**src/rtl/bshf_pkg.sv**
```systemverilog
// Package: register map, field positions and framing constants of the framer
package bshf_pkg;
    // ==========================================
    // Register byte offsets
    localparam logic [7:0] PARAM_OFS = 8'h00;
    localparam logic [7:0] RXCSR_OFS = 8'h04;
    localparam logic [7:0] RXBUF_OFS = 8'h08;
    localparam logic [7:0] TXCSR_OFS = 8'h0c;
    localparam logic [7:0] TXBUF_OFS = 8'h10;
    localparam logic [7:0] CRC_OFS = 8'h14;
    // ==========================================
    // Field positions
    localparam int PAR_BITMODE = 8;
    localparam int PAR_NOCRC = 9;
    localparam int RX_EN = 0;
    localparam int RX_IE = 6;
    localparam int RX_DONE = 7;
    localparam int RX_CRCZ = 14;
    localparam int RX_ERR = 15;
    localparam int TX_SEND = 4;
    localparam int TX_DONE = 7;
    localparam int TX_ABT = 9;
    localparam int TX_LATE = 15;
    localparam int TXB_EOM = 9;
    localparam int RXB_SOM = 8;
    localparam int RXB_EOM = 9;
    localparam int RXB_ABT = 10;
    localparam int RXB_CRCE = 11;
    // ==========================================
    // Framing and check constants
    localparam logic [7:0] FLAG_CHAR = 8'h7e;
    localparam logic [15:0] CCITT_POLY = 16'h8408;
    localparam logic [15:0] CRC16_POLY = 16'ha001;
    localparam logic [15:0] CCITT_GOOD = 16'hf0b8;
    localparam logic [15:0] CCITT_PRESET = 16'hffff;
    localparam logic [15:0] CRC16_PRESET = 16'h0000;
    localparam logic [2:0] STUFF_RUN = 3'h5;
    localparam logic [3:0] FLAG_RUN = 4'h6;
    localparam logic [3:0] ABORT_RUN = 4'h7;
    localparam logic [4:0] CHAR_BITS = 5'h08;
    localparam logic [4:0] FCS_BITS = 5'h10;

    typedef enum logic [2:0] {
        BSHF_IDLE = 3'b000,
        BSHF_FLAG = 3'b001,
        BSHF_DATA = 3'b010,
        BSHF_FCS = 3'b011,
        BSHF_ABORT = 3'b100
    } bshf_tx_state_t;

    // One bit of a reflected CRC, LSB first
    function automatic logic [15:0] bshf_crc_bit(logic [15:0] c, logic b, logic [15:0] p);
        bshf_crc_bit = (c[0] ^ b) ? ((c >> 1) ^ p) : (c >> 1);
    endfunction

    function automatic logic [15:0] bshf_crc_byte(logic [15:0] c, logic [7:0] d, logic [15:0] p);
        logic [15:0] r;
        r = c;
        for (int i = 0; i < 8; i++)
            r = bshf_crc_bit(r, d[i], p);
        bshf_crc_byte = r;
    endfunction
endpackage

```
**src/rtl/bshf_top.sv**
```systemverilog
// Bit-synchronous framer: AHB-Lite registers, serial transmitter and receiver
// Function
// Data between flags handled as 8-bit characters
// Finished character reloads shift register from buffer
// Empty buffer: mark; bit mode underrun and abort
// Insert zero after five sent ones
// Drop zero after five received ones
// Flags sent and found without stuffing
// Hardware appends 16-bit check sequence
// Bit mode check error in buffer entry
// Count mode: software reads accumulated CRC
// Bit mode CCITT, preset all ones
// Bit mode sends complemented CRC
// Other modes use CRC-16 unless disabled
// More than seven ones is abort
// Abort ends frame, sets error and done
// Receive done with enable raises interrupt
// Abort control held sends abort sequences
// Late reload sets flag, idles aborts
// Program sends two SYNs, fills gaps
// Pad gap at least fourteen characters
// Program builds header, count and CRCs
// Flag pattern 01111110 opens and closes frames
// End of message: char, CRC, flag
// CRC disable bit stops generate and check
// Abort character is eight unstuffed ones
//
// Local design decisions: register access over AHB-Lite and the register addresses.
`timescale 1ns/1ns
`default_nettype none
module bshf_top
    import bshf_pkg::*;
(
    // Clock and reset
    input wire logic hclk,
    input wire logic hresetn,
    // AHB-Lite slave
    input wire logic hsel,
    input wire logic [31:0] haddr,
    input wire logic [1:0] htrans,
    input wire logic hwrite,
    input wire logic [2:0] hsize,
    input wire logic [31:0] hwdata,
    input wire logic hready,
    output logic hreadyout,
    output logic hresp,
    output logic [31:0] hrdata,
    // Serial line
    input wire logic tx_clk_in,
    input wire logic rx_clk_in,
    input wire logic rx_data_in,
    output logic tx_data_out,
    // Interrupt
    output logic rx_irq
);
    import bshf_pkg::*;

    // ==========================================
    // Bus slave
    logic ap_reg, ap_wr_reg;
    logic [7:0] ap_addr_reg;
    logic [31:0] hrdata_reg;
    logic bitmode_reg, nocrc_reg, rx_en_reg, rx_ie_reg, send_reg, abt_ctl_reg;
    logic rx_done_reg, rx_err_reg, tx_late_reg, tx_full_reg, tx_beom_reg, irq_reg;
    logic [7:0] tx_buf_reg;
    logic [11:0] rx_buf_reg;
    logic [15:0] rx_crc_reg;
    wire addr_ph = hsel & hready & htrans[1];
    wire rd_ph = addr_ph & ~hwrite;
    wire wr_ph = ap_reg & ap_wr_reg;
    wire wr_par = wr_ph & (ap_addr_reg == PARAM_OFS);
    wire wr_rxcsr = wr_ph & (ap_addr_reg == RXCSR_OFS);
    wire wr_txcsr = wr_ph & (ap_addr_reg == TXCSR_OFS);
    wire wr_txbuf = wr_ph & (ap_addr_reg == TXBUF_OFS);
    wire rd_rxbuf = rd_ph & (haddr[7:0] == RXBUF_OFS) & (haddr[31:8] == 24'h0);
    wire tx_done = send_reg & ~tx_full_reg;
    logic [15:0] rd_mux;
    always_comb
    begin
        rd_mux = 16'h0;
        if (haddr[31:8] == 24'h0)
        begin
            unique case (haddr[7:0])
                PARAM_OFS: rd_mux = 16'(bitmode_reg) << PAR_BITMODE | 16'(nocrc_reg) << PAR_NOCRC;
                RXCSR_OFS: rd_mux = 16'(rx_en_reg) << RX_EN | 16'(rx_ie_reg) << RX_IE
                    | 16'(rx_done_reg) << RX_DONE | 16'(rx_err_reg) << RX_ERR
                    | 16'(rx_crc_reg == 16'h0) << RX_CRCZ;
                RXBUF_OFS: rd_mux = {4'h0, rx_buf_reg};
                TXCSR_OFS: rd_mux = 16'(send_reg) << TX_SEND | 16'(tx_done) << TX_DONE
                    | 16'(abt_ctl_reg) << TX_ABT | 16'(tx_late_reg) << TX_LATE;
                CRC_OFS: rd_mux = rx_crc_reg;
                default: rd_mux = 16'h0;
            endcase
        end
    end
    assign hreadyout = 1'b1;
    assign hresp = 1'b0;
    assign hrdata = hrdata_reg;
    assign rx_irq = irq_reg;

    always_ff @(posedge hclk or negedge hresetn)
    begin
        if (!hresetn)
        begin
            ap_reg <= 1'b0;
            ap_wr_reg <= 1'b0;
            ap_addr_reg <= 8'h0;
            hrdata_reg <= 32'h0;
            {bitmode_reg, nocrc_reg, rx_en_reg, rx_ie_reg, send_reg, abt_ctl_reg} <= 6'h0;
            irq_reg <= 1'b0;
        end
        else
        begin
            ap_reg <= addr_ph & (haddr[31:8] == 24'h0);
            ap_wr_reg <= hwrite;
            ap_addr_reg <= haddr[7:0];
            if (rd_ph)
                hrdata_reg <= {16'h0, rd_mux};
            if (wr_par)
            begin
                bitmode_reg <= hwdata[PAR_BITMODE];
                nocrc_reg <= hwdata[PAR_NOCRC];
            end
            if (wr_rxcsr)
            begin
                rx_en_reg <= hwdata[RX_EN];
                rx_ie_reg <= hwdata[RX_IE];
            end
            if (wr_txcsr)
            begin
                send_reg <= hwdata[TX_SEND];
                abt_ctl_reg <= hwdata[TX_ABT];
            end
            irq_reg <= rx_done_reg & rx_ie_reg;
        end
    end

    // ==========================================
    // Line synchronisers; edges come from the second and third stages
    logic [2:0] txc_sh_reg, rxc_sh_reg;
    logic [1:0] rxd_sh_reg;
    always_ff @(posedge hclk or negedge hresetn)
    begin
        if (!hresetn)
        begin
            txc_sh_reg <= 3'h0;
            rxc_sh_reg <= 3'h0;
            rxd_sh_reg <= 2'h3;
        end
        else
        begin
            txc_sh_reg <= {txc_sh_reg[1:0], tx_clk_in};
            rxc_sh_reg <= {rxc_sh_reg[1:0], rx_clk_in};
            rxd_sh_reg <= {rxd_sh_reg[0], rx_data_in};
        end
    end
    wire tx_step = txc_sh_reg[1] & ~txc_sh_reg[2];
    wire rx_step = rxc_sh_reg[1] & ~rxc_sh_reg[2];
    wire rx_bit = rxd_sh_reg[1];

    // ==========================================
    // Transmitter
    bshf_tx_state_t tx_state_reg;
    logic [15:0] tx_sh_reg, tx_crc_reg;
    logic [4:0] tx_cnt_reg;
    logic [2:0] tx_ones_reg;
    logic tx_eom_reg, tx_close_reg, tx_out_reg;
    wire [15:0] poly = bitmode_reg ? CCITT_POLY : CRC16_POLY;
    // A run of five ones that ends the check sequence still gets its zero before the flag
    wire stuff_en = bitmode_reg & ((tx_state_reg inside {BSHF_DATA, BSHF_FCS})
        | (tx_state_reg == BSHF_FLAG & tx_close_reg & tx_cnt_reg == CHAR_BITS));
    wire stuff_now = stuff_en & (tx_ones_reg == STUFF_RUN);
    wire last_bit = (tx_cnt_reg == 5'h01) & ~stuff_now;
    wire tx_load = tx_step & last_bit & ~abt_ctl_reg & tx_full_reg & ~tx_eom_reg
        & ((tx_state_reg == BSHF_DATA) | (tx_state_reg == BSHF_FLAG & ~tx_close_reg));
    wire tx_start = tx_step & (tx_state_reg == BSHF_IDLE) & send_reg & tx_full_reg;
    wire tx_under = tx_step & last_bit & (tx_state_reg == BSHF_DATA) & ~tx_eom_reg
        & ~tx_full_reg & ~abt_ctl_reg;
    // The last data bit is folded in before the check sequence is latched
    wire [15:0] crc_next = bshf_crc_bit(tx_crc_reg, tx_sh_reg[0], poly);
    wire [15:0] fcs = bitmode_reg ? ~crc_next : crc_next;
    assign tx_data_out = tx_out_reg;

    always_ff @(posedge hclk or negedge hresetn)
    begin
        if (!hresetn)
        begin
            tx_full_reg <= 1'b0;
            tx_buf_reg <= 8'h0;
            tx_beom_reg <= 1'b0;
            tx_late_reg <= 1'b0;
        end
        else
        begin
            if (wr_txbuf)
            begin
                tx_buf_reg <= hwdata[7:0];
                tx_beom_reg <= hwdata[TXB_EOM];
            end
            if (wr_txbuf)
                tx_full_reg <= 1'b1;
            else if (tx_load | (tx_start & ~bitmode_reg))
                tx_full_reg <= 1'b0;
            if (tx_under & bitmode_reg)
                tx_late_reg <= 1'b1;
            else if (wr_txcsr & hwdata[TX_LATE])
                tx_late_reg <= 1'b0;
        end
    end

    always_ff @(posedge hclk or negedge hresetn)
    begin
        if (!hresetn)
        begin
            tx_state_reg <= BSHF_IDLE;
            tx_sh_reg <= 16'h0;
            tx_crc_reg <= 16'h0;
            tx_cnt_reg <= 5'h0;
            tx_ones_reg <= 3'h0;
            tx_eom_reg <= 1'b0;
            tx_close_reg <= 1'b0;
            tx_out_reg <= 1'b1;
        end
        else if (tx_step)
        begin
            if (stuff_now)
            begin
                tx_out_reg <= 1'b0;
                tx_ones_reg <= 3'h0;
            end
            else if (tx_state_reg == BSHF_IDLE)
            begin
                tx_out_reg <= 1'b1;
                if (tx_full_reg & send_reg)
                begin
                    tx_crc_reg <= bitmode_reg ? CCITT_PRESET : CRC16_PRESET;
                    tx_close_reg <= 1'b0;
                    tx_cnt_reg <= CHAR_BITS;
                    tx_state_reg <= bitmode_reg ? BSHF_FLAG : BSHF_DATA;
                    tx_sh_reg <= {8'h0, bitmode_reg ? FLAG_CHAR : tx_buf_reg};
                    tx_eom_reg <= ~bitmode_reg & tx_beom_reg;
                end
            end
            else
            begin
                tx_out_reg <= (tx_state_reg == BSHF_ABORT) | tx_sh_reg[0];
                tx_ones_reg <= (stuff_en & tx_sh_reg[0]) ? tx_ones_reg + 3'h1 : 3'h0;
                tx_sh_reg <= tx_sh_reg >> 1;
                tx_cnt_reg <= tx_cnt_reg - 5'h01;
                if (tx_state_reg == BSHF_DATA & ~nocrc_reg)
                    tx_crc_reg <= crc_next;
                if (last_bit)
                begin
                    tx_cnt_reg <= CHAR_BITS;
                    if (abt_ctl_reg | (tx_state_reg == BSHF_ABORT & tx_late_reg) | tx_under)
                        tx_state_reg <= (bitmode_reg | abt_ctl_reg) ? BSHF_ABORT
                            : BSHF_IDLE;
                    else if (tx_state_reg == BSHF_DATA & tx_eom_reg)
                    begin
                        tx_eom_reg <= 1'b0;
                        tx_close_reg <= 1'b1;
                        if (!nocrc_reg)
                        begin
                            tx_state_reg <= BSHF_FCS;
                            tx_sh_reg <= fcs;
                            tx_cnt_reg <= FCS_BITS;
                        end
                        else
                        begin
                            tx_state_reg <= bitmode_reg ? BSHF_FLAG : BSHF_IDLE;
                            tx_sh_reg <= {8'h0, FLAG_CHAR};
                        end
                    end
                    else if (tx_state_reg == BSHF_FCS)
                    begin
                        tx_state_reg <= bitmode_reg ? BSHF_FLAG : BSHF_IDLE;
                        tx_sh_reg <= {8'h0, FLAG_CHAR};
                    end
                    else if (tx_load)
                    begin
                        tx_state_reg <= BSHF_DATA;
                        tx_sh_reg <= {8'h0, tx_buf_reg};
                        tx_eom_reg <= tx_beom_reg;
                    end
                    else if (tx_state_reg == BSHF_FLAG & ~tx_close_reg & send_reg)
                        tx_sh_reg <= {8'h0, FLAG_CHAR};
                    else
                        tx_state_reg <= BSHF_IDLE;
                end
            end
        end
    end

    // ==========================================
    // Receiver
    logic [3:0] rx_ones_reg;
    logic [7:0] rx_asm_reg;
    logic [2:0] rx_bits_reg;
    logic rx_inf_reg, rx_som_reg, rx_any_reg;
    wire rx_live = rx_step & rx_en_reg;
    wire rx_abort = rx_live & bitmode_reg & rx_bit & (rx_ones_reg == ABORT_RUN);
    wire rx_flag = rx_live & bitmode_reg & ~rx_bit & (rx_ones_reg == FLAG_RUN);
    wire rx_stuff = rx_live & bitmode_reg & ~rx_bit & (rx_ones_reg == {1'b0, STUFF_RUN});
    wire rx_dbit = rx_live & (~bitmode_reg | rx_inf_reg) & ~rx_flag & ~rx_stuff & ~rx_abort;
    wire rx_char = rx_dbit & (rx_bits_reg == 3'h7);
    wire [7:0] rx_byte = {rx_bit, rx_asm_reg[7:1]};
    wire rx_end = rx_flag & rx_inf_reg & rx_any_reg;
    wire rx_crce = bitmode_reg & ~nocrc_reg & (rx_crc_reg != CCITT_GOOD);
    wire rx_abt_ent = rx_abort & rx_inf_reg;

    always_ff @(posedge hclk or negedge hresetn)
    begin
        if (!hresetn)
        begin
            rx_ones_reg <= 4'h0;
            rx_asm_reg <= 8'h0;
            rx_bits_reg <= 3'h0;
            rx_inf_reg <= 1'b0;
            rx_som_reg <= 1'b0;
            rx_any_reg <= 1'b0;
            rx_crc_reg <= 16'h0;
            rx_buf_reg <= 12'h0;
            rx_done_reg <= 1'b0;
            rx_err_reg <= 1'b0;
        end
        else
        begin
            if (!rx_en_reg)
            begin
                rx_inf_reg <= 1'b0;
                rx_bits_reg <= 3'h0;
                rx_crc_reg <= CRC16_PRESET;
            end
            if (rx_live)
                rx_ones_reg <= ~rx_bit ? 4'h0 : (rx_ones_reg == 4'h8) ? 4'h8
                    : rx_ones_reg + 4'h1;
            if (rx_flag)
            begin
                rx_inf_reg <= 1'b1;
                rx_bits_reg <= 3'h0;
                rx_som_reg <= 1'b1;
                rx_any_reg <= 1'b0;
                rx_crc_reg <= CCITT_PRESET;
            end
            else if (rx_abort)
                rx_inf_reg <= 1'b0;
            else if (rx_dbit)
            begin
                rx_asm_reg <= rx_byte;
                rx_bits_reg <= rx_bits_reg + 3'h1;
                if (rx_char)
                begin
                    rx_som_reg <= 1'b0;
                    rx_any_reg <= 1'b1;
                    if (!nocrc_reg)
                        rx_crc_reg <= bshf_crc_byte(rx_crc_reg, rx_byte, poly);
                end
            end
            if (rx_char)
                rx_buf_reg <= {3'h0, bitmode_reg & rx_som_reg, rx_byte};
            else if (rx_end)
                rx_buf_reg <= {rx_crce, 2'h1, 9'h0};
            else if (rx_abt_ent)
                rx_buf_reg <= {4'h4, 8'h0};
            if (rx_char | rx_end | rx_abt_ent)
                rx_done_reg <= 1'b1;
            else if (rd_rxbuf)
                rx_done_reg <= 1'b0;
            if (rx_abt_ent)
                rx_err_reg <= 1'b1;
            else if (wr_rxcsr & hwdata[RX_ERR])
                rx_err_reg <= 1'b0;
        end
    end
endmodule // bshf_top
`default_nettype wire

```
**config.mk**
```make
export PLATFORM = sky130hd
export DESIGN_NAME = bshf_top
export DESIGN_NICKNAME = d
export VERILOG_FILES = /design/src/rtl/bshf_pkg.sv /design/src/rtl/bshf_top.sv
export SDC_FILE = /design/constraint.sdc
export NUM_CORES = 1
export LEC_CHECK = 0
export BUFFER_PORTS_ARGS = -buffer_cell sky130_fd_sc_hd__buf_2
export CORE_MARGIN = 10
export CORE_UTILIZATION = 39
export DETAILED_ROUTE_END_ITERATION = 12
export HOLD_SLACK_MARGIN = 0.06
export PLACE_DENSITY = 0.66
export SYNTH_ARGS = -nofsm -noshare
export SYNTH_HDL_FRONTEND = slang
export SYNTH_SLANG_ARGS = --single-unit
```
**constraint.sdc**
```tcl
create_clock -name hclk -period 4.56 [get_ports hclk]
set_clock_uncertainty 0.15 [all_clocks]
set_input_delay 0.456 -clock hclk [delete_from_list [all_inputs] [get_ports hclk]]
set_output_delay 0.456 -clock hclk [all_outputs]
set_load 0.01 [all_outputs]
```
Yosys cells after proc, flatten, opt, wreduce, memory -nomap -nowiden
Index checks and enable logic that the tools add are counted.

Register bits: 146. Word-level logic and storage cells: 301.

Add/subtract/negate cells: 4. Equality and inequality tests: 27. Mux-type cells: 96. Bitwise logic cells: 113. Reductions and logical operators: 25.

Operator list (number): $mux 16 (27); $xor 15x16->16 (9); $pmux 16 s5 (1); $and 1x1->1 (62); $mux 3 (16); $mux 15 (3); $mux 12 (3); $mux 1 (34); $mux 5 (6); $eq 8x4->1 const B (3); $logic_not 24->1 (1); $reduce_bool 2->1 (10); $eq 8x3->1 const B (2); $eq 8x5->1 const B (2); $logic_not 16->1 (1); $logic_not 8->1 (2); $ne 16x16->1 const B (1); $not 16->16 (1); $or 10x16->16 (1); $or 16x15->16 (1); $or 8x16->16 (1); $mux 14 (1); $not 1->1 (14); $eq 4x3->1 const B (3); 32 further kinds (60).

Longest topological paths before layout
Word-level depth: 22. Depth in mapped cells: 10.

Least setup slack after synthesis
Ideal clock, no wire load.

Path kind: reg-to-reg. Start: reg rx_crc_reg[5]. End: reg rx_crc_reg[0]. Arrival: 1.974 ns. Path slack: 2.309 ns. Cell stages (with the launch flop): 8. Path buffers: 0. Clock period less this slack: 2.251 ns. Cells stage by stage: dfrtp_1 > xnor2_1 > xor3_2 > xnor2_1 > xnor3_1 > o21ai_2 > xnor2_1 > a21oi_1.

Cells in the longest elaborated chain, start to end: 21. Elaborated cells on any way between the ends: 23. Classes of those cells: 13 x mux; 10 x bitwise.

RTL lines: start, declared (RTL line bshf_top.sv:67) `logic [15:0] rx_crc_reg;`; start signal, assigned (RTL line bshf_top.sv:356) `rx_crc_reg <= bshf_crc_byte(rx_crc_reg, rx_byte, poly);`; $xor 15x16->16 (RTL line bshf_pkg.sv:53) `bshf_crc_bit = (c[0] ^ b) ? ((c >> 1) ^ p) : (c >> 1);`; $mux 16 (*) (RTL line bshf_pkg.sv:53); $xor 15x16->16 (RTL line bshf_pkg.sv:53); $mux 16 (*) (RTL line bshf_pkg.sv:53); $xor 15x16->16 (RTL line bshf_pkg.sv:53); $mux 16 (*) (RTL line bshf_pkg.sv:53); $xor 15x16->16 (RTL line bshf_pkg.sv:53); $mux 16 (*) (RTL line bshf_pkg.sv:53); (+5 left out); $mux 16 (*) (RTL line bshf_pkg.sv:53); $xor 15x16->16 or $xor 1x1->1 (tied branches) (RTL line bshf_pkg.sv:53); $mux 16 (*) (RTL line bshf_pkg.sv:53); $mux 16 (*) (RTL line bshf_top.sv:355) `if (!nocrc_reg)`; $mux 16 (*) (RTL line bshf_top.sv:351) `if (rx_char)`; $mux 16 (*) (RTL line bshf_top.sv:347) `else if (rx_dbit)`; $mux 16 (*) (RTL line bshf_top.sv:345) `else if (rx_abort)`; $mux 16 (*) (RTL line bshf_top.sv:337) `if (rx_flag)`.

Every way passes the cells marked *; elsewhere a longest branch is shown, timed or not. A chain may end at the register's enable or synchronous reset.

Worst setup path after layout
Start: reg rx_ones_reg[0]. End: reg rx_crc_reg[8].

Cells in the longest elaborated chain, start to end: 11. Elaborated cells on any way between the ends: 17. Classes of those cells: 3 x eq/ne; 4 x mux; 10 x bitwise.

RTL lines: start, declared (RTL line bshf_top.sv:296) `logic [3:0] rx_ones_reg;`; start signal, assigned (RTL line bshf_top.sv:335) `rx_ones_reg <= ~rx_bit ? 4'h0 : (rx_ones_reg == 4'h8) ? 4'h8`; $eq 4x3->1 (RTL line bshf_top.sv:302) `wire rx_flag = rx_live & bitmode_reg & ~rx_bit & (rx_ones_reg == FLAG_RUN);`; $and 1x1->1 (RTL line bshf_top.sv:302); $not 1->1 (RTL line bshf_top.sv:304) `wire rx_dbit = rx_live & (~bitmode_reg | rx_inf_reg) & ~rx_flag & ~rx_stuff & ~rx_abort;`; $and 1x1->1 (3 in a row) (RTL line bshf_top.sv:304); $and 1x1->1 (RTL line bshf_top.sv:305) `wire rx_char = rx_dbit & (rx_bits_reg == 3'h7);`; $mux 16 (RTL line bshf_top.sv:351); $mux 16 (RTL line bshf_top.sv:347); $mux 16 (RTL line bshf_top.sv:345); $mux 16 (*) (RTL line bshf_top.sv:337).

Marks and branches as above.

==> flow_metrics.tcl <==
set metrics [dict create \
    pin_count 113 \
    setup_viol 0 \
    wl_per_cell_um 17.2 \
    root_buffer "clkbuf_16" \
    r2r_end "rx_crc_reg[8]$_DFF_PN0_" \
    nFillCells 1795 \
    post-route-period-util_pct 67.7 \
    drt_first_pass_iters 5 \
    row_count 50 \
    cts_buffers 17 \
    period_needed_ns 3.09 \
    die_area_um2 25300 \
    rsz0062_at_grt "false" \
    status "completed" \
    hold_end "ap_addr_reg[4]$_DFF_PN0_" \
    synth_top_area_share_pct 47.1 \
    grt_max_degree 64 \
    routabilityCongestion 0.910 \
    avgSynthCellArea_um2 9.89 \
    finalHoldViolCount 0 \
    worstRegToRegCells 10 \
    hold_depth 1 \
    grt_overflow 0 \
    fmax_mhz 324 \
    hold_class "input pin to register" \
    whs_ns 0.0822 \
    max_slew_margin_pct 38.2 \
    cts_max_path_buffers 2 \
    ys_types 74 \
    postCtsSetupBuffers 0 \
    syn_inst 762 \
    drc_errors 0 \
    portBuffers 69 \
    yosysWarnings 0 \
    grt_first_pass_wirelength_um 31600 \
    synth_top_area_cell "dfrtp_1" \
    synth_common_cells "dfrtp_1 (142), nand2_1 (102), o21ai_1 (40)" \
    h-tree-depth 4 \
    ir_worst_vdd_mv 0.238 \
    internal_power_w 0.00234 \
    clock_latency_ns 0.42 \
    worst_slew_pin_slew_ns 0.913 \
    hpwl_um 13400 \
    synth-edff-count 0 \
    cts_tree "yes" \
    ys_ff_latch 145 \
    slew_viol_final 0 \
    synth.most_common_cell "dfrtp_1" \
    cp_max_fo 15 \
    area_growth_pct 16.8 \
    required_ns 4.69 \
    synthesis.area_um2 7540 \
    r2r_slack_ns 1.47 \
    cp.arrival_ns 3.22 \
    comb_power_share_pct 3.3 \
    end_kind "register" \
    vias 5924 \
    start_util_pct 39.9 \
    grt_pass1_vias 5829 \
    drive_gt1_share_pct 17.4 \
    cts.clk_slew.worst_paths_ns 0.06 \
    crit_type "register to register" \
    antenna_found_initial 0 \
    coreArea_um2 18900 \
    ctsResizeCount 0 \
    synth-main-ff-cell "dfrtp_1" \
    ys_seq_area_share_pct 48.2 \
    max-cap-violations 0 \
    hold_path.startpoint "haddr[4]" \
    wl_um 19000 \
    die_x_um 159 \
    seq_power_share_pct 44.7 \
    async_reset_ff_share_pct 100 \
    die_y_um 159 \
    power.leakage_nw 3.96 \
    antenna_left 0 \
    grt_usage_pct 15.1 \
    drt_first_iter_violations 512 \
    start_kind "register" \
    layout.nets 920 \
    switching_share_pct 20.4 \
    cts_sinks 145 \
    powerDensity_nw_per_um2 334 \
    tns_ns 0 \
    synth_area_leaders "dfrtp_1 (47%), nand2_1 (5.1%), xnor2_1 (3.3%)" \
    r2r_start "rx_ones_reg[0]$_DFFE_PN0P_" \
    p_sw_w 0.000599 \
    viasPerCell 5.37 \
    antenna_cells 0 \
    pwr-share-clk_pct 52.0 \
]
routing by layer:
metal	up-vias	global-route usage (%)	routed length, µm
met3	27	3.12	1070
met4	0	5.35	321
met2	171	23.5	9080
met1	2885	20.3	8560
met5	-	0	0
li1	2841	-	-
per-stage QoR:
step | setup WS (ns) | std cells | total power, W | cell area [µm²] | utilization, %
after floorplan | 2.31 | 778 | 0.00137 | 7600 | -
after global placement | 1.59 | 1062 | 0.00142 | 8050 | 42.6
after detailed placement | 1.53 | 1062 | 0.00142 | 8050 | 42.6
after CTS | 1.50 | 1104 | 0.00296 | 8800 | 46.6
after global routing | 1.19 | 1104 | 0.00304 | 8800 | 46.6
final | 1.47 | 1104 | 0.00294 | 8800 | 46.6
cell usage in the layout, fill, tap and decap left out, drive strengths merged, types with 11 or more instances in the layout:
master / Yosys / routed
dfrtp: 142 / 142
nand2b: 11 / 11
nand2: 102 / 102
xor2: 24 / 24
a21oi: 39 / 39
a22oi: 17 / 17
nand3: 18 / 18
dlygate4sd3: 0 / 11
conb: 2 / 18
xnor2: 32 / 32
ha: 11 / 11
nor4: 12 / 12
clkbuf: 21 / 22
a22o: 18 / 18
o21ai: 69 / 69
nor3: 24 / 24
mux2: 24 / 24
buf: 31 / 76
inv: 21 / 22
nor2: 37 / 37
critical path: stages, from the launching register on:
cell	delay, ns
dfrtp_1	0.43
inv_1	0.09
ha_1	0.25
nor3_1	0.20
nor2_1	0.07
a221oi_2	0.23
buf_4	0.24
and2_1	0.46
nand2b_1	0.46
a31oi_1	0.28
o21ai_1	0.09
kinds of logic after synthesis:
kind of cell | after synthesis | synth area share (%)
compound gates | 203 | 17.5
xor+xnor | 59 | 7.95
fa+ha+maj | 11 | 1.83
buf+inv | 73 | 4.75
flops | 145 | 48.2
mux | 26 | 3.85
other cells | 2 | 0.0996
simple gates | 243 | 15.9
repair_timing:
action,CTS,global route
setup endpoints to repair,0,0
hold buffers,11,0
hold endpoints to repair,71,0
cell type report:
class | instances | area (µm²) | share of cell area [%]
Clock buffer | 22 | 464 | 5.27
Clock inverter | 9 | 179 | 2.03
Inverter | 21 | 78.8 | 0.895
Multi-Input combinational cell | 560 | 3610 | 41.0
Sequential cell | 145 | 3630 | 41.3
Tap cell | 260 | 325 | 3.70
Timing Repair Buffer | 87 | 514 | 5.84
how the worst max path moves through the flow:
stage | startpoint | endpoint | cells past startpoint
5_1_grt | rx_ones_reg[0]$_DFFE_PN0P_ | rx_crc_reg[8]$_DFF_PN0_ | 10
4_1_cts | rx_ones_reg[0]$_DFFE_PN0P_ | rx_crc_reg[9]$_DFF_PN0_ | 10
3_3_place_gp | rx_ones_reg[0]$_DFFE_PN0P_ | rx_crc_reg[8]$_DFF_PN0_ | 10
6_report | rx_ones_reg[0]$_DFFE_PN0P_ | rx_crc_reg[8]$_DFF_PN0_ | 10
3_5_place_dp | rx_ones_reg[0]$_DFFE_PN0P_ | rx_crc_reg[8]$_DFF_PN0_ | 10
2_1_floorplan | rx_crc_reg[5]$_DFF_PN0_ | rx_crc_reg[0]$_DFF_PN0_ | 7
power by group through the flow:
stage / registers [W] / logic [W] / clock network, W
floorplan: 0.00133 / 0.0000408 / 0
global placement: 0.00134 / 0.0000883 / 0
detailed placement: 0.00134 / 0.0000888 / 0
CTS: 0.00131 / 0.0000968 / 0.00155
global route: 0.00131 / 0.000109 / 0.00162
finish: 0.00131 / 0.0000955 / 0.00153
No activity file was read; power rests on OpenSTA's default activity.
